**config.mk**
```make
export PLATFORM = sky130hd
export DESIGN_NAME = bper_top
export DESIGN_NICKNAME = d
export VERILOG_FILES = /design/src/bper_pkg.sv /design/src/bper_top.sv
export SDC_FILE = /design/constraint.sdc
export NUM_CORES = 1
export LEC_CHECK = 0
export ABC_AREA = 1
export BUFFER_PORTS_ARGS = -buffer_cell sky130_fd_sc_hd__buf_2
export CAP_MARGIN = 20
export CORE_MARGIN = 4
export CORE_UTILIZATION = 54
export DETAILED_ROUTE_END_ITERATION = 8
export GPL_TIMING_DRIVEN = 0
export PLACE_DENSITY = 0.9
export SETUP_SLACK_MARGIN = 0.1
export SLEW_MARGIN = 20
export SYNTH_ARGS = -nofsm -noshare
export SYNTH_HDL_FRONTEND = slang
export SYNTH_SLANG_ARGS = --single-unit
```
**constraint.sdc**
```tcl
create_clock -name pclk -period 2.55 [get_ports pclk]
set_clock_uncertainty 0.1 [all_clocks]
set_input_delay 0.51 -clock pclk [delete_from_list [all_inputs] [get_ports pclk]]
set_output_delay 0.51 -clock pclk [all_outputs]
set_load 0.01 [all_outputs]
```
**src/bper_pkg.sv**
```systemverilog
// package for the bridge parity and system error report block
package bper_pkg;

  // register offsets (byte addresses, one aligned word each)
  localparam logic [7:0] OFF_CONTROL    = 8'h00;
  localparam logic [7:0] OFF_DISABLE    = 8'h04;
  localparam logic [7:0] OFF_REASON     = 8'h08;
  localparam logic [7:0] OFF_STATUS     = 8'h0c;
  localparam logic [7:0] OFF_IRQ_STATUS = 8'h10;
  localparam logic [7:0] OFF_IRQ_MASK   = 8'h14;
  localparam logic [7:0] OFF_RETRY_MAX  = 8'h18;

  // control register field positions
  localparam int CTL_PRI_PERR_RESP = 0;
  localparam int CTL_SERR_EN       = 1;
  localparam int CTL_SEC_PERR_RESP = 2;
  localparam int CTL_SERR_FWD_EN   = 3;
  localparam int CTL_MTO_SERR_EN   = 4;
  localparam logic [4:0] CTL_RESET = 5'h00;

  // event bit positions shared by reason, disable, irq status and mask
  localparam int EV_PARITY   = 0;
  localparam int EV_TABORT   = 1;
  localparam int EV_MABORT   = 2;
  localparam int EV_PW_RETRY = 3;
  localparam int EV_DW_RETRY = 4;
  localparam int EV_DR_RETRY = 5;
  localparam int EV_MTO      = 6;
  localparam int EV_SEC_SERR = 7;
  localparam int NUM_EV      = 8;
  localparam logic [7:0] EV_RESET = 8'h00;

  // status register field positions
  localparam int ST_SIGNALED_SERR = 0;
  localparam int ST_RECEIVED_SERR = 1;

  // default retry limit: two to the 24th target retries
  localparam logic [24:0] RETRY_MAX_RESET = 25'h1000000;

  // transaction kind seen with a parity error report
  typedef enum logic [1:0] {BPER_READ, BPER_POSTED, BPER_DELAYED} bper_kind_t;

  // one parity observation on a bus
  typedef struct packed {
    logic       active;     // bridge takes part in a data phase
    bper_kind_t kind;
    logic       upstream;   // 1: secondary to primary
    logic       is_target;  // bridge is target on this bus
    logic       own_detect; // parity error detected by the bridge itself
  } bper_phase_t;

  // forwarding-engine event pulses
  typedef struct packed {
    logic tabort_pw;
    logic mabort_pw;
    logic retry_pw;
    logic retry_dw;
    logic retry_dr;
    logic mto_dt;
  } bper_fwd_ev_t;

  // whole block state
  typedef struct packed {
    logic [4:0]  ctl;
    logic [7:0]  disable_m;
    logic [7:0]  reason;
    logic [1:0]  status;
    logic [7:0]  irq_st;
    logic [7:0]  irq_mask;
    logic [24:0] retry_max;
    logic        pserr;
    logic        sperr;
    logic [2:0]  ssync;
    logic [2:0]  psync;
    logic [31:0] prdata;
  } bper_state_t;

endpackage : bper_pkg

```
**src/bper_top.sv**
```systemverilog
// parity error and system error reporting logic of the bridge
// How it works
// secondary parity output on secondary target-write/initiator-read
// secondary parity output for upstream delayed write
// parity system error only far-side posted writes
// no system error for self-detected target parity
// parity system error needs both response bits
// system error enable gates every cause
// asserting system error sets signaled status
// forward secondary system error when enabled
// secondary system error sets received status
// posted write target abort raises error
// posted write master abort raises error
// posted write retry exhaustion raises error
// delayed write retry exhaustion raises error
// delayed read retry exhaustion raises error
// delayed transaction master timeout raises error
// reason register records each cause
// disable bits suppress per-event system error
// master timeout gated only by control bit
// no error for read/delayed-write parity
//
// The register addresses and the APB slave port were decided locally.
module bper_top (
  input  wire logic                  pclk,
  input  wire logic                  presetn,
  input  wire logic                  psel,
  input  wire logic                  penable,
  input  wire logic                  pwrite,
  input  wire logic [7:0]            paddr,
  input  wire logic [31:0]           pwdata,
  output logic      [31:0]           prdata,
  output logic                       pready,
  output logic                       pslverr,
  input  wire bper_pkg::bper_phase_t pri_phase,
  input  wire bper_pkg::bper_phase_t sec_phase,
  input  wire bper_pkg::bper_fwd_ev_t fwd_ev,
  input  wire logic [24:0]           retry_count,
  input  wire logic                  primary_parity_error_n,
  input  wire logic                  secondary_system_error_n,
  output logic                       primary_system_error_n,
  output logic                       primary_system_error_oe,
  output logic                       secondary_parity_error_n,
  output logic                       secondary_parity_error_oe,
  output logic                       retry_exhausted,
  output logic                       irq
);

  bper_pkg::bper_state_t q;
  bper_pkg::bper_state_t d;

  logic       wr;
  logic       rd;
  logic       sec_serr_seen;
  logic       ppe_seen;
  logic       pri_resp;
  logic       sec_resp;
  logic [7:0] ev;
  logic [7:0] gated;
  logic       fire;
  logic       sperr_cond;
  logic       serr_en;
  logic       rd_setup;
  logic       wr_ctl;
  logic       wr_dis;
  logic       wr_rsn;
  logic       wr_sts;
  logic       wr_lim;

  assign wr = psel && penable && pwrite;
  assign rd = psel && penable && !pwrite;
  assign pready = 1'b1;
  assign pslverr = 1'b0;
  assign prdata = q.prdata;

  // pins pass three flops; a level counts once stages two and three agree
  assign sec_serr_seen = !q.ssync[1] && !q.ssync[2];
  assign ppe_seen = !q.psync[1] && !q.psync[2];
  assign pri_resp = q.ctl[bper_pkg::CTL_PRI_PERR_RESP];
  assign sec_resp = q.ctl[bper_pkg::CTL_SEC_PERR_RESP];

  // decoded strobes for the checks at the end of the module
  assign serr_en = q.ctl[bper_pkg::CTL_SERR_EN];
  assign rd_setup = psel && !penable && !pwrite;
  assign wr_ctl = wr && (paddr == bper_pkg::OFF_CONTROL);
  assign wr_dis = wr && (paddr == bper_pkg::OFF_DISABLE);
  assign wr_rsn = wr && (paddr == bper_pkg::OFF_REASON);
  assign wr_sts = wr && (paddr == bper_pkg::OFF_STATUS);
  assign wr_lim = wr && (paddr == bper_pkg::OFF_RETRY_MAX);

  always_comb
  begin
    // secondary parity error output
    sperr_cond = 1'b0;
    if (sec_phase.active && sec_resp && sec_phase.own_detect &&
        ((sec_phase.is_target && sec_phase.kind != bper_pkg::BPER_READ) ||
         (!sec_phase.is_target && sec_phase.kind == bper_pkg::BPER_READ)))
    begin
      sperr_cond = 1'b1;
    end
    if (pri_phase.active && pri_phase.upstream && !pri_phase.is_target &&
        pri_phase.kind == bper_pkg::BPER_DELAYED && ppe_seen && pri_resp && sec_resp)
    begin
      sperr_cond = 1'b1;
    end

    ev = '0;
    // far-target parity on posted writes only
    ev[bper_pkg::EV_PARITY] =
      pri_resp && sec_resp &&
      ((pri_phase.active && pri_phase.upstream && !pri_phase.is_target &&
        pri_phase.kind == bper_pkg::BPER_POSTED && ppe_seen) ||
       (sec_phase.active && !sec_phase.upstream && !sec_phase.is_target &&
        sec_phase.kind == bper_pkg::BPER_POSTED && sec_phase.own_detect));
    ev[bper_pkg::EV_TABORT] = fwd_ev.tabort_pw;
    ev[bper_pkg::EV_MABORT] = fwd_ev.mabort_pw;
    ev[bper_pkg::EV_PW_RETRY] = fwd_ev.retry_pw && retry_exhausted;
    ev[bper_pkg::EV_DW_RETRY] = fwd_ev.retry_dw && retry_exhausted;
    ev[bper_pkg::EV_DR_RETRY] = fwd_ev.retry_dr && retry_exhausted;
    ev[bper_pkg::EV_MTO] = fwd_ev.mto_dt && q.ctl[bper_pkg::CTL_MTO_SERR_EN];
    ev[bper_pkg::EV_SEC_SERR] = sec_serr_seen && q.ctl[bper_pkg::CTL_SERR_FWD_EN];

    gated = ev & ~q.disable_m;
    gated[bper_pkg::EV_MTO] = ev[bper_pkg::EV_MTO];
    fire = q.ctl[bper_pkg::CTL_SERR_EN] && (gated != 8'h00);

    d = q;
    d.ssync = {q.ssync[1:0], secondary_system_error_n};
    d.psync = {q.psync[1:0], primary_parity_error_n};
    d.pserr = fire;
    d.sperr = sperr_cond;

    // register writes; clear bits by writing one, hardware set wins
    if (wr)
    begin
      if (paddr == bper_pkg::OFF_CONTROL)
        d.ctl = pwdata[4:0];
      else if (paddr == bper_pkg::OFF_DISABLE)
        d.disable_m = pwdata[7:0];
      else if (paddr == bper_pkg::OFF_REASON)
        d.reason = q.reason & ~pwdata[7:0];
      else if (paddr == bper_pkg::OFF_STATUS)
        d.status = q.status & ~pwdata[1:0];
      else if (paddr == bper_pkg::OFF_IRQ_STATUS)
        d.irq_st = q.irq_st & ~pwdata[7:0];
      else if (paddr == bper_pkg::OFF_IRQ_MASK)
        d.irq_mask = pwdata[7:0];
      else if (paddr == bper_pkg::OFF_RETRY_MAX)
        d.retry_max = pwdata[24:0];
    end
    if (fire)
    begin
      d.reason = d.reason | gated;
      d.status[bper_pkg::ST_SIGNALED_SERR] = 1'b1;
    end
    if (sec_serr_seen)
      d.status[bper_pkg::ST_RECEIVED_SERR] = 1'b1;
    d.irq_st = d.irq_st | ev;

    // read data; unmapped addresses read zero
    d.prdata = q.prdata;
    if (psel && !penable && !pwrite)
    begin
      if (paddr == bper_pkg::OFF_CONTROL)
        d.prdata = {27'h0, q.ctl};
      else if (paddr == bper_pkg::OFF_DISABLE)
        d.prdata = {24'h0, q.disable_m};
      else if (paddr == bper_pkg::OFF_REASON)
        d.prdata = {24'h0, q.reason};
      else if (paddr == bper_pkg::OFF_STATUS)
        d.prdata = {30'h0, q.status};
      else if (paddr == bper_pkg::OFF_IRQ_STATUS)
        d.prdata = {24'h0, q.irq_st};
      else if (paddr == bper_pkg::OFF_IRQ_MASK)
        d.prdata = {24'h0, q.irq_mask};
      else if (paddr == bper_pkg::OFF_RETRY_MAX)
        d.prdata = {7'h0, q.retry_max};
      else
        d.prdata = 32'h0;
    end
  end

  always_ff @(posedge pclk or negedge presetn)
  begin
    if (!presetn)
    begin
      q.ctl       <= bper_pkg::CTL_RESET;
      q.disable_m <= bper_pkg::EV_RESET;
      q.reason    <= bper_pkg::EV_RESET;
      q.status    <= 2'h0;
      q.irq_st    <= bper_pkg::EV_RESET;
      q.irq_mask  <= bper_pkg::EV_RESET;
      q.retry_max <= bper_pkg::RETRY_MAX_RESET;
      q.pserr     <= 1'b0;
      q.sperr     <= 1'b0;
      q.ssync     <= 3'h7;
      q.psync     <= 3'h7;
      q.prdata    <= 32'h0;
    end
    else
    begin
      q <= d;
    end
  end

  assign retry_exhausted = (retry_count >= q.retry_max);
  assign primary_system_error_n = !q.pserr;
  assign primary_system_error_oe = q.pserr;
  assign secondary_parity_error_n = !q.sperr;
  assign secondary_parity_error_oe = q.sperr;
  assign irq = |(q.irq_st & q.irq_mask);

  read_hold_a: assert property (@(posedge pclk) disable iff (!presetn)
    rd |=> $stable(prdata))
    else $error("read data moved after access");

  serr_enable_a: assert property (@(posedge pclk) disable iff (!presetn)
    !q.ctl[bper_pkg::CTL_SERR_EN] |=> !primary_system_error_oe)
    else $error("system error without enable");

  signaled_status_a: assert property (@(posedge pclk) disable iff (!presetn)
    primary_system_error_oe |-> q.status[bper_pkg::ST_SIGNALED_SERR])
    else $error("system error without signaled status");

  serr_forward_a: assert property (@(posedge pclk) disable iff (!presetn)
    (sec_serr_seen && q.ctl[bper_pkg::CTL_SERR_FWD_EN] && q.ctl[bper_pkg::CTL_SERR_EN]
     && !q.disable_m[bper_pkg::EV_SEC_SERR]) |=> !primary_system_error_n)
    else $error("secondary system error not forwarded");

  received_serr_a: assert property (@(posedge pclk) disable iff (!presetn)
    sec_serr_seen |=> q.status[bper_pkg::ST_RECEIVED_SERR])
    else $error("received status not set");

  parity_resp_a: assert property (@(posedge pclk) disable iff (!presetn)
    (!pri_resp || !sec_resp) |-> !ev[bper_pkg::EV_PARITY])
    else $error("parity event without both response bits");

  reason_record_a: assert property (@(posedge pclk) disable iff (!presetn)
    fire |=> ((q.reason & $past(gated)) == $past(gated)))
    else $error("reason not recorded");

  disable_mask_a: assert property (@(posedge pclk) disable iff (!presetn)
    ((ev & ~q.disable_m) == 8'h00 && !ev[bper_pkg::EV_MTO]) |=> !primary_system_error_oe)
    else $error("disabled event raised system error");

  sec_parity_a: assert property (@(posedge pclk) disable iff (!presetn)
    secondary_parity_error_oe |-> $past(sec_resp))
    else $error("secondary parity output without response bit");

  serr_fire_a: assert property (@(posedge pclk) disable iff (!presetn)
    fire |=> primary_system_error_oe && !primary_system_error_n)
    else $error("system error not driven");

  serr_idle_a: assert property (@(posedge pclk) disable iff (!presetn)
    !fire |=> !primary_system_error_oe)
    else $error("system error driven without cause");

  sperr_fire_a: assert property (@(posedge pclk) disable iff (!presetn)
    sperr_cond |=> secondary_parity_error_oe && !secondary_parity_error_n)
    else $error("secondary parity output not driven");

  sperr_idle_a: assert property (@(posedge pclk) disable iff (!presetn)
    !sperr_cond |=> !secondary_parity_error_oe)
    else $error("secondary parity output without cause");

  sperr_resp_a: assert property (@(posedge pclk) disable iff (!presetn)
    !sec_resp |=> !secondary_parity_error_oe)
    else $error("secondary parity output with response off");

  sperr_pin_a: assert property (@(posedge pclk) disable iff (!presetn)
    (!pri_resp && !sec_phase.own_detect) |=> !secondary_parity_error_oe)
    else $error("forwarded parity without primary response");

  parity_kind_a: assert property (@(posedge pclk) disable iff (!presetn)
    (pri_phase.kind != bper_pkg::BPER_POSTED && sec_phase.kind != bper_pkg::BPER_POSTED)
    |-> !ev[bper_pkg::EV_PARITY])
    else $error("parity event outside posted write");

  parity_target_a: assert property (@(posedge pclk) disable iff (!presetn)
    (pri_phase.is_target && sec_phase.is_target) |-> !ev[bper_pkg::EV_PARITY])
    else $error("parity event while target");

  parity_idle_a: assert property (@(posedge pclk) disable iff (!presetn)
    (!pri_phase.active && !sec_phase.active) |-> !ev[bper_pkg::EV_PARITY])
    else $error("parity event with idle buses");

  parity_up_a: assert property (@(posedge pclk) disable iff (!presetn)
    (!sec_phase.active && !pri_phase.upstream) |-> !ev[bper_pkg::EV_PARITY])
    else $error("primary parity event not upstream");

  parity_pin_a: assert property (@(posedge pclk) disable iff (!presetn)
    (!sec_phase.active && !ppe_seen) |-> !ev[bper_pkg::EV_PARITY])
    else $error("primary parity event without pin");

  parity_serr_a: assert property (@(posedge pclk) disable iff (!presetn)
    (ev[bper_pkg::EV_PARITY] && serr_en && !q.disable_m[bper_pkg::EV_PARITY]) |=>
    primary_system_error_oe)
    else $error("parity event not reported");

  tabort_serr_a: assert property (@(posedge pclk) disable iff (!presetn)
    (fwd_ev.tabort_pw && serr_en && !q.disable_m[bper_pkg::EV_TABORT]) |=>
    primary_system_error_oe)
    else $error("target abort not reported");

  mabort_serr_a: assert property (@(posedge pclk) disable iff (!presetn)
    (fwd_ev.mabort_pw && serr_en && !q.disable_m[bper_pkg::EV_MABORT]) |=>
    primary_system_error_oe)
    else $error("master abort not reported");

  pw_retry_a: assert property (@(posedge pclk) disable iff (!presetn)
    (fwd_ev.retry_pw && retry_exhausted && serr_en && !q.disable_m[bper_pkg::EV_PW_RETRY]) |=>
    primary_system_error_oe)
    else $error("posted retry exhaustion not reported");

  dw_retry_a: assert property (@(posedge pclk) disable iff (!presetn)
    (fwd_ev.retry_dw && retry_exhausted && serr_en && !q.disable_m[bper_pkg::EV_DW_RETRY]) |=>
    primary_system_error_oe)
    else $error("delayed write retry exhaustion not reported");

  dr_retry_a: assert property (@(posedge pclk) disable iff (!presetn)
    (fwd_ev.retry_dr && retry_exhausted && serr_en && !q.disable_m[bper_pkg::EV_DR_RETRY]) |=>
    primary_system_error_oe)
    else $error("delayed read retry exhaustion not reported");

  retry_short_a: assert property (@(posedge pclk) disable iff (!presetn)
    !retry_exhausted |-> !ev[bper_pkg::EV_PW_RETRY] && !ev[bper_pkg::EV_DW_RETRY]
    && !ev[bper_pkg::EV_DR_RETRY])
    else $error("retry event below the limit");

  mto_serr_a: assert property (@(posedge pclk) disable iff (!presetn)
    (fwd_ev.mto_dt && q.ctl[bper_pkg::CTL_MTO_SERR_EN] && serr_en) |=> primary_system_error_oe)
    else $error("master timeout not reported");

  mto_gate_a: assert property (@(posedge pclk) disable iff (!presetn)
    !q.ctl[bper_pkg::CTL_MTO_SERR_EN] |-> !ev[bper_pkg::EV_MTO])
    else $error("master timeout event with enable off");

  fwd_gate_a: assert property (@(posedge pclk) disable iff (!presetn)
    !q.ctl[bper_pkg::CTL_SERR_FWD_EN] |-> !ev[bper_pkg::EV_SEC_SERR])
    else $error("forward event with enable off");

  reason_hold_a: assert property (@(posedge pclk) disable iff (!presetn)
    (!fire && !wr_rsn) |=> $stable(q.reason))
    else $error("reason changed without cause");

  signaled_set_a: assert property (@(posedge pclk) disable iff (!presetn)
    fire |=> q.status[bper_pkg::ST_SIGNALED_SERR])
    else $error("signaled status not set");

  status_hold_a: assert property (@(posedge pclk) disable iff (!presetn)
    (!fire && !sec_serr_seen && !wr_sts) |=> $stable(q.status))
    else $error("status changed without cause");

  irq_record_a: assert property (@(posedge pclk) disable iff (!presetn)
    (ev != 8'h00) |=> (q.irq_st & $past(ev)) == $past(ev))
    else $error("event not recorded in irq status");

  ctl_write_a: assert property (@(posedge pclk) disable iff (!presetn)
    wr_ctl |=> {27'h0, q.ctl} == ($past(pwdata) & 32'h1f))
    else $error("control write lost");

  ctl_hold_a: assert property (@(posedge pclk) disable iff (!presetn)
    !wr_ctl |=> $stable(q.ctl))
    else $error("control changed without write");

  disable_write_a: assert property (@(posedge pclk) disable iff (!presetn)
    wr_dis |=> {24'h0, q.disable_m} == ($past(pwdata) & 32'hff))
    else $error("disable write lost");

  disable_hold_a: assert property (@(posedge pclk) disable iff (!presetn)
    !wr_dis |=> $stable(q.disable_m))
    else $error("disable changed without write");

  limit_write_a: assert property (@(posedge pclk) disable iff (!presetn)
    wr_lim |=> {7'h0, q.retry_max} == ($past(pwdata) & 32'h1ffffff))
    else $error("retry limit write lost");

  prdata_hold_a: assert property (@(posedge pclk) disable iff (!presetn)
    !rd_setup |=> $stable(prdata))
    else $error("read data changed outside setup");

endmodule : bper_top

```
# After elaboration in Yosys (flattened, before gate mapping)
# Cells that the tools add are included.
[word_totals]
output_inout_bits = 40
register_bits = 104
[classes]
reduce_logical = 59
muxes = 24
order_cmp = 1
bitwise = 16
eq_ne = 15
[op_table]
columns = ["operator", "n"]
rows = [
  ["25-bit 2-to-1 mux", 9],
  ["51-bit 2-to-1 mux", 3],
  ["43-bit 2-to-1 mux", 1],
  ["41-bit 2-to-1 mux", 1],
  ["33-bit 2-to-1 mux", 1],
  ["8-bit AND", 4],
  ["8-bit 2-to-1 mux", 4],
  ["1-bit logical AND", 31],
  ["25-bit >= comparator", 1],
  ["8-bit by 5-bit equality test with 1-bit output (second input constant)", 3],
  ["8-bit by 4-bit equality test with 1-bit output (second input constant)", 2],
  ["8-bit NOT", 2],
  ["8-bit bitwise OR", 2],
  ["2-bit inequality test (second input constant)", 6],
  ["1-bit zero test", 11],
  ["5-bit AND reduction", 2],
  ["2-bit nonzero test", 5],
  ["8-bit by 3-bit equality test with 1-bit output (second input constant)", 1],
  ["8-bit zero test", 1],
  ["8-bit AND reduction", 1],
  ["8-bit nonzero test", 1],
  ["8-bit OR reduction", 1],
  ["7-bit AND reduction", 1],
  ["1-bit NOT", 6],
  ["other kinds (10)", 15],
]

# Logic depth before layout (Yosys ltp)
# Gate-level depths: netlist of the first run.
[logic_depth]
depth_word = 12
ltp_mapped = 16

# Worst setup path before layout of the first run
# No wires, ideal clock.
[synth_path]
path_kind = "reg-to-output"
from = "register q[64] (netlist name)"
to = "output retry_exhausted"
path_slack_ns = 0.516
stages_incl_launch_ff = 11
t_arrival_ns = 1.424
t_required_ns = 1.940
path_cell_list = "dfstp_2 -> inv_1 -> ha_1 -> nand2_1 -> nor2_1 -> nand2_1 -> inv_1 -> nand2_1 -> nand2_1 -> nor2_1 -> nand2_2"
[synth_via]
elab_chain_cells = 1
[synth_rtl]
columns = ["element", "line_no", "text"]
rows = [
  ["start, declared", "bper_top.sv:49", "bper_pkg::bper_state_t q;"],
  ["25-bit >= comparator", "bper_top.sv:206", "assign retry_exhausted = (retry_count >= q.retry_max);"],
  ["end, declared", "bper_top.sv:45", "output logic retry_exhausted,"],
]
# Every way passes these cells.

# Final worst setup path of the first run
# Same ends and word-level chain as after synthesis.

==> results of run 1 <==
-- cell usage after synthesis --
cell type	count
sky130_fd_sc_hd__nand2_1	138
sky130_fd_sc_hd__dfrtp_1	90
sky130_fd_sc_hd__inv_1	76
sky130_fd_sc_hd__nor2_1	41
sky130_fd_sc_hd__a21oi_1	38
sky130_fd_sc_hd__buf_4	34
sky130_fd_sc_hd__ha_1	25
sky130_fd_sc_hd__o21ai_0	23
sky130_fd_sc_hd__o31ai_1	23
sky130_fd_sc_hd__o21ai_1	22
sky130_fd_sc_hd__nand3_1	18
sky130_fd_sc_hd__o31ai_2	10
sky130_fd_sc_hd__inv_2	8
sky130_fd_sc_hd__clkbuf_1	7
sky130_fd_sc_hd__dfstp_2	7
sky130_fd_sc_hd__nand2_2	6
sky130_fd_sc_hd__o2111ai_1	6
sky130_fd_sc_hd__nor3_1	5
sky130_fd_sc_hd__buf_2	4
sky130_fd_sc_hd__nand4_1	4
sky130_fd_sc_hd__buf_6	3
sky130_fd_sc_hd__nor2_2	3
sky130_fd_sc_hd__nor2_4	3
sky130_fd_sc_hd__o211ai_1	3
sky130_fd_sc_hd__a221oi_1	2
sky130_fd_sc_hd__a22o_1	2
sky130_fd_sc_hd__buf_1	2
sky130_fd_sc_hd__conb_1	2
sky130_fd_sc_hd__nor3_2	2
sky130_fd_sc_hd__o21a_1	2
sky130_fd_sc_hd__a211oi_1	1
sky130_fd_sc_hd__mux2i_1	1
sky130_fd_sc_hd__nand3b_1	1
sky130_fd_sc_hd__nor3_4	1
sky130_fd_sc_hd__nor3b_1	1
sky130_fd_sc_hd__nor4_1	1
sky130_fd_sc_hd__nor4_4	1
sky130_fd_sc_hd__o22ai_1	1
sky130_fd_sc_hd__o41ai_1	1
sky130_fd_sc_hd__or2_2	1
-- power by group through the flow --
stage | registers, mW | logic [mW] | clock network, mW
after floorplan | 1.63 | 0.156 | 0
after global placement | 1.64 | 0.295 | 0
after detailed placement | 1.64 | 0.313 | 0
after CTS | 1.61 | 0.324 | 0.921
after global routing | 1.62 | 0.375 | 0.989
final | 1.61 | 0.334 | 0.915
-- placed cells by master (no fill, tap or decap), drive strengths merged, types with 2 or more instances in the layout --
master	Yosys	routed
a21oi	38	38
a221oi	2	2
a22o	2	2
buf	43	160
clkbuf	7	17
clkinvlp	0	4
conb	2	9
dfrtp	90	90
dfstp	7	7
ha	25	25
inv	84	85
nand2	144	144
nand3	18	18
nand4	4	4
nor2	47	47
nor3	8	8
nor4	2	2
o2111ai	6	6
o211ai	3	3
o21a	2	2
o21ai	45	45
o31ai	33	33
-- logic make-up (layout without fill, tap and decap cells) --
| kind of cell | count (synthesis) | after routing | synth area share |
|---|---|---|---|
| AOI/OAI and AO/OA | 134 | 134 | 0.163 |
| DFF | 97 | 97 | 0.462 |
| other | 2 | 9 | 0.00142 |
| adders and majority gates | 25 | 25 | 0.0593 |
| and+or+nand+nor | 226 | 226 | 0.187 |
| buffers and inverters | 134 | 268 | 0.125 |
| muxes | 1 | 1 | 0.00190 |
-- layer usage --
layer,up-vias,part of all wire,wire length (microns)
li1,2266,-,-
met1,2216,0.41,5740
met2,207,0.50,6910
met3,29,0.070,976
met4,0,0.023,325
met5,-,0,0
-- worst register-to-register path, stage by stage, from the launching register on --
cell,delay (ns)
sky130_fd_sc_hd__dfstp_2,0.53
sky130_fd_sc_hd__inv_2,0.05
sky130_fd_sc_hd__ha_4,0.23
sky130_fd_sc_hd__a21oi_2,0.16
sky130_fd_sc_hd__o21a_1,0.16
sky130_fd_sc_hd__nand3_2,0.10
sky130_fd_sc_hd__nor2_2,0.14
sky130_fd_sc_hd__nand2_2,0.11
sky130_fd_sc_hd__buf_4,0.17
sky130_fd_sc_hd__buf_4,0.14
sky130_fd_sc_hd__nand3_1,0.09
sky130_fd_sc_hd__nand2_1,0.07
sky130_fd_sc_hd__inv_2,0.06
sky130_fd_sc_hd__nand2_4,0.07
sky130_fd_sc_hd__nand2_2,0.08
sky130_fd_sc_hd__nand2_1,0.06
-- layout make-up --
type / instances / share of cell area
Sequential cell: 97 / 0.381
Timing Repair Buffer: 118 / 0.100
Clock buffer: 10 / 0.0200
Clock inverter: 6 / 0.00685
Multi-Input combinational cell: 395 / 0.364
Buffer: 50 / 0.0536
Tap cell: 129 / 0.0253
Inverter: 84 / 0.0493
-- registers in the layout, indices dropped and copies added (netlist names) --
register,cells
d,4
prdata,25
pri_resp,1
primary_system_error_oe,1
q,65
secondary_parity_error_oe,1
-- worst paths after layout --
| check | from | depth (start not counted) | slack (ns) | endpoint |
|---|---|---|---|---|
| hold reg to reg | d[36] | 0 | 0.26 | d[37] |
| max in group asynchronous | presetn | 3 | 1.21 | d[37] |
| setup / recovery | q[64] | 8 | -0.04 | retry_exhausted |
| min in group asynchronous | presetn | 2 | 0.48 | prdata[11] |
| hold / removal | primary_parity_error_n | 1 | 0.13 | d[33] |
| setup reg to reg | q[64] | 15 | 0.13 | q[81] |
-- repair_timing --
item | in CTS | in global routing
hold endpoints to repair | 27 | 0
endpoints found under the setup margin | 1 | 7
pin swaps | 5 | 8
gates resized for setup | 10 | 19
setup buffers | 3 | 1
hold buffers | 1 | 0
==> results.py, run 1 <==
metrics = {
    "outcome": {
        "status": "complete, but fails checks",
        "violations": "setup timing",
    },
    "sta": {
        "fin_ws_ns": -0.0440,
        "ratio_of_final_minimum_period_to_clock_period": 1.02,
        "maxClockFrequency_ghz": 0.386,
        "worst_pin_slew_ns": 0.762,
        "fin_worst_hold_slack_ns": 0.130,
        "setup_viol": 1,
        "unrepaired_setup_endpoints_after_global_routing": "true",
        "timing.final.max_slew_violations": 0,
        "timing_hold_violations_final": 0,
        "finalSetupTns_ns": -0.0440,
        "finalWorstPathRequiredPeriod_ns": 2.59,
        "worst_slew_margin_rel": 0.492,
    },
    "routing": {
        "via_per_inst": 5.31,
        "detail_route.drc_violations": 0,
        "first_pass_iters": 6,
        "num_vias": 4718,
        "routed_wire_length_per_instance_microns": 15.7,
        "dr_iter_0_viols": 361,
        "final_antenna_net_count": 0,
        "wl_microns": 13900,
    },
    "global_route": {
        "grt.met2_usage": 0.413,
        "top_usage_layer": "met2",
        "grt_start_max_net_pins": 70,
        "grt_pass1_wl_microns": 22200,
        "global_route.overflow_total": 0,
        "gr-usage-met1": 0.318,
        "via_count_of_the_first_global_routing_pass": 4636,
        "initial_antenna_violation_count": 0,
        "grt_use_met3": 0.0427,
        "global_route.usage.total": 0.243,
    },
    "cts": {
        "cts_sinks": 97,
        "tritoncts": "yes",
        "cts_made_buffers": 9,
        "clk_latency_ns": 0.37,
        "root_buffer": "sky130_fd_sc_hd__clkbuf_8",
        "clock_tree.buffer_depth": 2,
        "clkTransAtPathRegs_ns": 0.09,
        "clock_tree.htree_level_count": 3,
    },
    "finish": {
        "area_growth_pct": 21.2,
        "postLayoutCellArea_sq_um": 6390,
        "register_area_sq_um": 2440,
        "final_layout_size_suffix_gt1_frac": 0.313,
        "final_cells": 889,
        "multiInputGateArea_sq_um": 2320,
        "layout.core_utilization": 0.682,
        "layout.nets": 870,
        "number_of_diodes_added_for_antenna_fixing": 0,
        "filler_cell_count": 742,
    },
    "power": {
        "comb_power_share": 0.117,
        "seq_power_share": 0.564,
        "switching_power_mw": 0.782,
        "power_density_nw_per_um2": 448,
        "clkPwrFrac": 0.320,
        "power_report.internal_total_mw": 2.08,
        "power_switching_share": 0.274,
        "peakVddDrop_v": 0.000294,
        "report.power.total_mw": 2.86,
        "leakagePower_nw": 3.30,
    },
    "place": {
        "placed_area_sq_um": 6050,
        "io_buffers": 112,
        "numPlacedInstances": 868,
        "hpwlAfterDp_microns": 10600,
        "post-place-ws_ns": 0.112,
        "routability_congestion_estimate_from_global_placement": 0.946,
    },
    "synthesis": {
        "synthesis.area_per_instance_sq_um": 8.52,
        "synth_largest_type_area_fraction": 0.427,
        "share_of_the_yosys_chip_area_belonging_to_registers": 0.462,
        "number_of_register_bits_inferred_by_synthesis": 97,
        "netlist_area_sq_um": 5270,
        "synth_top_cells_by_area": "sky130_fd_sc_hd__dfrtp_1, sky130_fd_sc_hd__nand2_1, sky130_fd_sc_hd__ha_1",
        "post_synth_num_cell_types": 40,
        "netlist_instances": 619,
        "yosys_warnings": 0,
        "cell_accounting_for_the_most_synthesized_area": "sky130_fd_sc_hd__dfrtp_1",
    },
    "worst_setup_path": {
        "crit_path_max_delay_family": "flip-flops",
        "critical_path.max_stage_delay_ns": 0.53,
        "cp.required_ns": 1.94,
        "cp_cell_sequence": "inv_2 > ha_4 > a21oi_2 > o21a_1 > nand3_2 > nor2_2 > nand2_2 > buf_6",
        "cp_data_arrival_time_ns": 1.98,
        "timing.critical_path.to_type": "output port",
        "criticalPathCategory": "reg -> out",
        "critical_path_buf_inv_count": 2,
        "element_type_at_the_critical_path_start": "flip-flop",
        "critical_path.max_fanout": 3,
        "critPathSlowestCell": "sky130_fd_sc_hd__dfstp_2",
    },
    "floorplan": {
        "die_height_microns": 107,
        "start_util": 0.563,
        "floorplan.rows": 35,
        "die_x_microns": 107,
        "pin_count": 130,
        "floorplan.die_area_sq_um": 11400,
        "core_sq_um": 9370,
    },
    "flow_run": {
        "timing.max_cap.violations": 0,
    },
    "worst_hold_path": {
        "worst_hold_path_type": "in -> reg",
    },
}
No activity file was read; power rests on OpenSTA's default activity.
==> run 2: changes to the inputs <==
- CORE_ASPECT_RATIO: not set -> 1.25
- PLACE_DENSITY: 0.9 -> 0.77
==> run 2 against run 1 <==
  * The run now ends clean
  * Sequential power about the same
  * Sequential cell count unchanged
  * Via count decreased by 1.2%
  * Critical endpoint unchanged
==> results.py, run 2 (synthesized netlist as in run 1, its figures left out) <==
metrics = {
    "cts": {
        "clk_latency_ns": 0.34,
        "cts_sinks": 97,
        "tritoncts": "yes",
        "clkTransAtPathRegs_ns": 0.06,
        "clock_tree.htree_level_count": 3,
        "root_buffer": "sky130_fd_sc_hd__clkbuf_16",
        "clock_tree.buffer_depth": 2,
        "cts_made_buffers": 9,
    },
    "floorplan": {
        "core_sq_um": 9560,
        "die_x_microns": 96.4,
        "pin_count": 130,
        "floorplan.rows": 40,
        "floorplan.die_area_sq_um": 11400,
        "die_height_microns": 118,
        "start_util": 0.552,
    },
    "worst_hold_path": {
        "worst_hold_path_type": "in -> reg",
    },
    "worst_setup_path": {
        "cp_data_arrival_time_ns": 1.90,
        "critical_path.max_stage_delay_ns": 0.53,
        "critical_path.max_fanout": 3,
        "critPathSlowestCell": "sky130_fd_sc_hd__dfstp_2",
        "element_type_at_the_critical_path_start": "flip-flop",
        "r2r_setup_slack_ns": 0.27,
        "criticalPathCategory": "reg -> out",
        "cp_cell_sequence": "inv_2 > ha_4 > nand2_4 > nor2_1 > nand2_1 > nor2_1 > nand2_1 > nand2_1 > nor2_1 > nand2_2 > buf_6",
        "timing.critical_path.to_type": "output port",
        "cp.required_ns": 1.94,
    },
    "power": {
        "clkPwrFrac": 0.417,
        "switching_power_mw": 0.759,
        "peakVddDrop_v": 0.000348,
        "power_switching_share": 0.229,
        "report.power.total_mw": 3.32,
        "seq_power_share": 0.486,
        "power_density_nw_per_um2": 515,
        "comb_power_share": 0.097,
        "leakagePower_nw": 3.36,
        "power_report.internal_total_mw": 2.56,
    },
    "routing": {
        "final_antenna_net_count": 0,
        "dr_iter_0_viols": 202,
        "detail_route.drc_violations": 0,
        "num_vias": 4660,
        "wl_microns": 13300,
        "via_per_inst": 5.27,
        "routed_wire_length_per_instance_microns": 15.0,
        "first_pass_iters": 5,
    },
    "finish": {
        "most-common-layout-cells": "sky130_fd_sc_hd__nand2_1, sky130_fd_sc_hd__buf_2, sky130_fd_sc_hd__dfrtp_1",
        "multiInputGateArea_sq_um": 2260,
        "layout.cells.most_common": "sky130_fd_sc_hd__nand2_1",
        "area_growth_pct": 22.3,
        "filler_cell_count": 813,
        "largest_reg_flops": 65,
        "register_area_sq_um": 2440,
        "register_with_the_most_flip_flops": "q",
        "final_layout_size_suffix_gt1_frac": 0.297,
        "layout.nets": 868,
        "number_of_diodes_added_for_antenna_fixing": 0,
    },
    "sta": {
        "maxClockFrequency_ghz": 0.399,
        "worst_pin_slew_ns": 0.858,
        "finalWorstPathRequiredPeriod_ns": 2.51,
        "unrepaired_setup_endpoints_after_global_routing": "true",
        "setup_viol": 0,
        "timing_hold_violations_final": 0,
        "finalSetupTns_ns": 0,
        "worst_slew_margin_rel": 0.428,
        "timing.final.max_slew_violations": 0,
        "ratio_of_final_minimum_period_to_clock_period": 0.984,
    },
    "place": {
        "routability_congestion_estimate_from_global_placement": 0.900,
        "hpwlAfterDp_microns": 10200,
        "io_buffers": 112,
    },
    "global_route": {
        "initial_antenna_violation_count": 0,
        "grt_start_max_net_pins": 70,
        "grt_pass1_wl_microns": 21300,
        "global_route.overflow_total": 0,
        "global_route.usage.total": 0.239,
        "via_count_of_the_first_global_routing_pass": 4629,
    },
    "outcome": {
        "status": "finished, final reports clean",
    },
    "flow_run": {
        "timing.max_cap.violations": 0,
    },
}
[run 2: changes by cell type in the layout (fill, tap and decap cells not counted), sizes merged]
cell	delta
buf	-2
bufinv	+1
clkinvlp	-4
inv	-1
clkbuf	+4
[run 2: power by group through the flow]
stage | clock network (mW) | registers (mW) | logic [mW]
after detailed placement | 0 | 1.64 | 0.312
after CTS | 1.40 | 1.61 | 0.321
after floorplan | 0 | 1.63 | 0.156
after global placement | 0 | 1.64 | 0.297
final | 1.38 | 1.61 | 0.323
after global routing | 1.47 | 1.62 | 0.363
[run 2: layout make-up]
class                      count  area share
buffer                        50      0.0532
sequential                    97       0.378
clock inverter                 2     0.00543
tap                          126      0.0245
inverter                      84      0.0489
multi-input combinational    395       0.351
clock buffer                  14      0.0425
timing repair buffer         116      0.0970
[run 2: per-stage QoR]
stage | hold WS, ns | cell area [sq um] | cells | setup slack, ns | util
floorplan | 0.114 | 5300 | 626 | 0.516 | -
detailed placement | 0.247 | 6050 | 865 | 0.0951 | 0.633
global route | 0.161 | 6450 | 884 | -0.0896 | 0.674
global placement | 0.246 | 6020 | 864 | -0.0724 | 0.629
finish | 0.169 | 6450 | 884 | 0.0407 | 0.674
CTS | 0.163 | 6410 | 884 | 0.00743 | 0.671
[run 2: what timing repair did]
item | CTS | global route
hold endpoints to repair | 27 | 0
hold buffers | 1 | 0
pin swaps | 8 | 7
buffers inserted | 2 | 1
setup endpoints to repair | 1 | 7
gates resized for setup | 5 | 11
[run 2: final timing paths]
kind | startpoint | end | cells after the start
hold / removal | primary_parity_error_n | d[33] | 1
setup / recovery | q[64] | retry_exhausted | 11
hold reg to reg | d[36] | d[37] | 0
min in group asynchronous | presetn | prdata[11] | 2
max in group asynchronous | presetn | d[34] | 3
setup reg to reg | q[64] | q[84] | 17
[run 2: critical path: cells and delay by family, from the launching register on]
kind | cells | cell delay (ns)
flip-flops | 1 | 0.53
adder cells (fa/ha/maj) | 1 | 0.28
AND/OR/NAND/NOR | 8 | 0.58
buffers and inverters | 2 | 0.17
[run 2: routing by layer]
metal,global-route usage,vias up,wire [microns]
met1,0.284,2181,5170
met5,0,-,0
met3,0.0318,34,790
li1,-,2269,-
met2,0.418,176,6870
met4,0.111,0,430
==> run 3: changes to the inputs <==
- CORE_UTILIZATION: 54 -> 58
- PLACE_DENSITY: 0.77 -> 0.82
- clock period: 2.55 -> 3.1 ns (I/O delays scaled with it)
==> run 3 against run 2 <==
  * Sequential power fell by 17%
  * Worst setup slack better by 0.19 ns
  * Non-clock buffer count stayed put
  * Largest cell class unchanged
  * Critical path depth unchanged
  * Routed wire length decreased by 1.3%
  * Clock-buffer cell count down 2
  * Global-route usage increased by 1.1 points
  * Cell count shrank 0.68%
  * Register-to-register slack improved by 0.37 ns
  * First-iteration DRC count grew 8.4%
  * Sequential share of layout area rose by 1.1 points
==> results.py, run 3 (synthesized netlist as in run 1, its figures left out) <==
metrics = {
    "worst_setup_path": {
        "worstReg2RegStart": "q[64]",
        "r2r_setup_slack_ns": 0.64,
        "reg2reg_to": "q[83]",
        "timing.critical_path.to_type": "output port",
        "r2r.worst_path.cells": 17,
        "cp.required_ns": 2.38,
        "element_type_at_the_critical_path_start": "flip-flop",
        "cp_data_arrival_time_ns": 2.15,
        "critical_path.max_fanout": 4,
        "criticalPathCategory": "reg -> out",
    },
    "power": {
        "peakVddDrop_v": 0.000268,
        "power_density_nw_per_um2": 385,
        "report.power.total_mw": 2.41,
        "leakagePower_nw": 3.31,
    },
    "flow_run": {
        "timing.max_cap.violations": 0,
    },
    "global_route": {
        "grt_pass1_wl_microns": 21200,
        "grt_start_max_net_pins": 71,
        "via_count_of_the_first_global_routing_pass": 4530,
        "global_route.usage.total": 0.250,
        "global_route.overflow_total": 0,
        "initial_antenna_violation_count": 0,
    },
    "sta": {
        "timing_hold_violations_final": 0,
        "setup_viol": 0,
        "maxClockFrequency_ghz": 0.348,
        "worst_slew_margin_rel": 0.435,
        "unrepaired_setup_endpoints_after_global_routing": "false",
        "worst_pin_slew_ns": 0.847,
        "timing.final.max_slew_violations": 0,
        "ratio_of_final_minimum_period_to_clock_period": 0.926,
        "finalSetupTns_ns": 0,
        "finalWorstPathRequiredPeriod_ns": 2.87,
    },
    "routing": {
        "detail_route.drc_violations": 0,
        "dr_iter_0_viols": 219,
        "wl_microns": 13100,
        "first_pass_iters": 4,
        "final_antenna_net_count": 0,
        "routed_wire_length_per_instance_microns": 14.9,
        "via_per_inst": 5.24,
        "num_vias": 4600,
    },
    "finish": {
        "postLayoutCellArea_sq_um": 6260,
        "register_with_the_most_flip_flops": "q",
        "final_layout_size_suffix_gt1_frac": 0.281,
        "area_growth_pct": 18.8,
        "final_cells": 878,
        "number_of_diodes_added_for_antenna_fixing": 0,
        "layout.nets": 868,
        "layout.cells.most_common": "sky130_fd_sc_hd__nand2_1",
        "layout.core_utilization": 0.712,
        "largest_reg_flops": 65,
        "most-common-layout-cells": "sky130_fd_sc_hd__nand2_1, sky130_fd_sc_hd__buf_2, sky130_fd_sc_hd__dfrtp_1",
    },
    "floorplan": {
        "floorplan.rows": 38,
        "die_height_microns": 115,
        "floorplan.die_area_sq_um": 10700,
        "core_sq_um": 8800,
        "start_util": 0.599,
        "pin_count": 130,
        "die_x_microns": 93.3,
    },
    "place": {
        "io_buffers": 112,
        "numPlacedInstances": 859,
        "hpwlAfterDp_microns": 10300,
        "placed_area_sq_um": 6040,
        "routability_congestion_estimate_from_global_placement": 0.861,
    },
    "cts": {
        "clk_latency_ns": 0.37,
        "cts_made_buffers": 9,
        "tritoncts": "yes",
        "clock_tree.buffer_depth": 2,
        "cts_sinks": 97,
        "cts-hold-fix-buffers": 0,
        "cts_repair_resize_count": 0,
        "clock_tree.htree_level_count": 3,
        "root_buffer": "sky130_fd_sc_hd__clkbuf_8",
        "clkTransAtPathRegs_ns": 0.09,
        "post_cts_buffers": 0,
    },
    "outcome": {
        "status": "finished, final reports clean",
    },
    "worst_hold_path": {
        "worst_hold_path_type": "in -> async",
    },
}
==> run 3: cell types whose count changed in the layout (fill, tap and decap cells not counted), sizes merged <==
cell,change
inv,+1
clkinvlp,+1
dlygate4sd3,-1
clkbuf,-2
buf,+1
==> run 3: power breakdown <==
| part | switching (mW) | total, mW | internal [mW] |
|---|---|---|---|
| Clock | 0.432 | 0.830 | 0.398 |
| Sequential | 0.0221 | 1.33 | 1.30 |
| Combinational | 0.151 | 0.257 | 0.106 |
==> run 3: how the worst max path moves through the flow <==
stage	to	start	slack, ns	cells after the start
CTS	retry_exhausted	q[64]	0.20	11
detailed placement	retry_exhausted	retry_count[22]	0.43	11
finish	retry_exhausted	q[64]	0.23	11
floorplan	retry_exhausted	retry_count[14]	0.87	9
global placement	secondary_parity_error_oe	presetn	0.39	1
global route	retry_exhausted	q[64]	0.1	11
==> run 3: through the flow <==
step / setup WS, ns / hold slack (ns)
global route: 0.0985 / 0.00489
floorplan: 0.865 / 0.224
finish: 0.230 / 0.00297
CTS: 0.201 / 0.00582
detailed placement: 0.427 / 0.249
global placement: 0.389 / 0.246
==> run 3: layout make-up <==
class | instances | area (sq um)
clock buffer | 12 | 145
fill | 723 | 2530
timing repair buffer | 116 | 617
buffer | 50 | 343
clock inverter | 4 | 51.3
multi-input combinational | 395 | 2200
sequential | 97 | 2440
inverter | 84 | 315
tap | 120 | 150
==> run 3: metal layers <==
layer | vias to the layer above | routed length [microns] | GRT usage
li1 | 2263 | - | -
met1 | 2152 | 5150 | 0.304
met2 | 159 | 6830 | 0.453
met3 | 26 | 775 | 0.0381
met4 | 0 | 326 | 0.0782
met5 | - | 0 | 0
==> run 3: worst max-delay path, cell delays in order (launching register included) <==
cell and delay, ns:
sky130_fd_sc_hd__dfstp_2 0.53, sky130_fd_sc_hd__inv_1 0.06, sky130_fd_sc_hd__ha_1 0.32, sky130_fd_sc_hd__nand2_1 0.10, sky130_fd_sc_hd__nor2_1 0.11, sky130_fd_sc_hd__nand2_1 0.10, sky130_fd_sc_hd__nor2_1 0.10, sky130_fd_sc_hd__nand2_1 0.06
sky130_fd_sc_hd__nand2_1 0.05, sky130_fd_sc_hd__nor2_1 0.05, sky130_fd_sc_hd__nand2_2 0.12, sky130_fd_sc_hd__buf_2 0.15
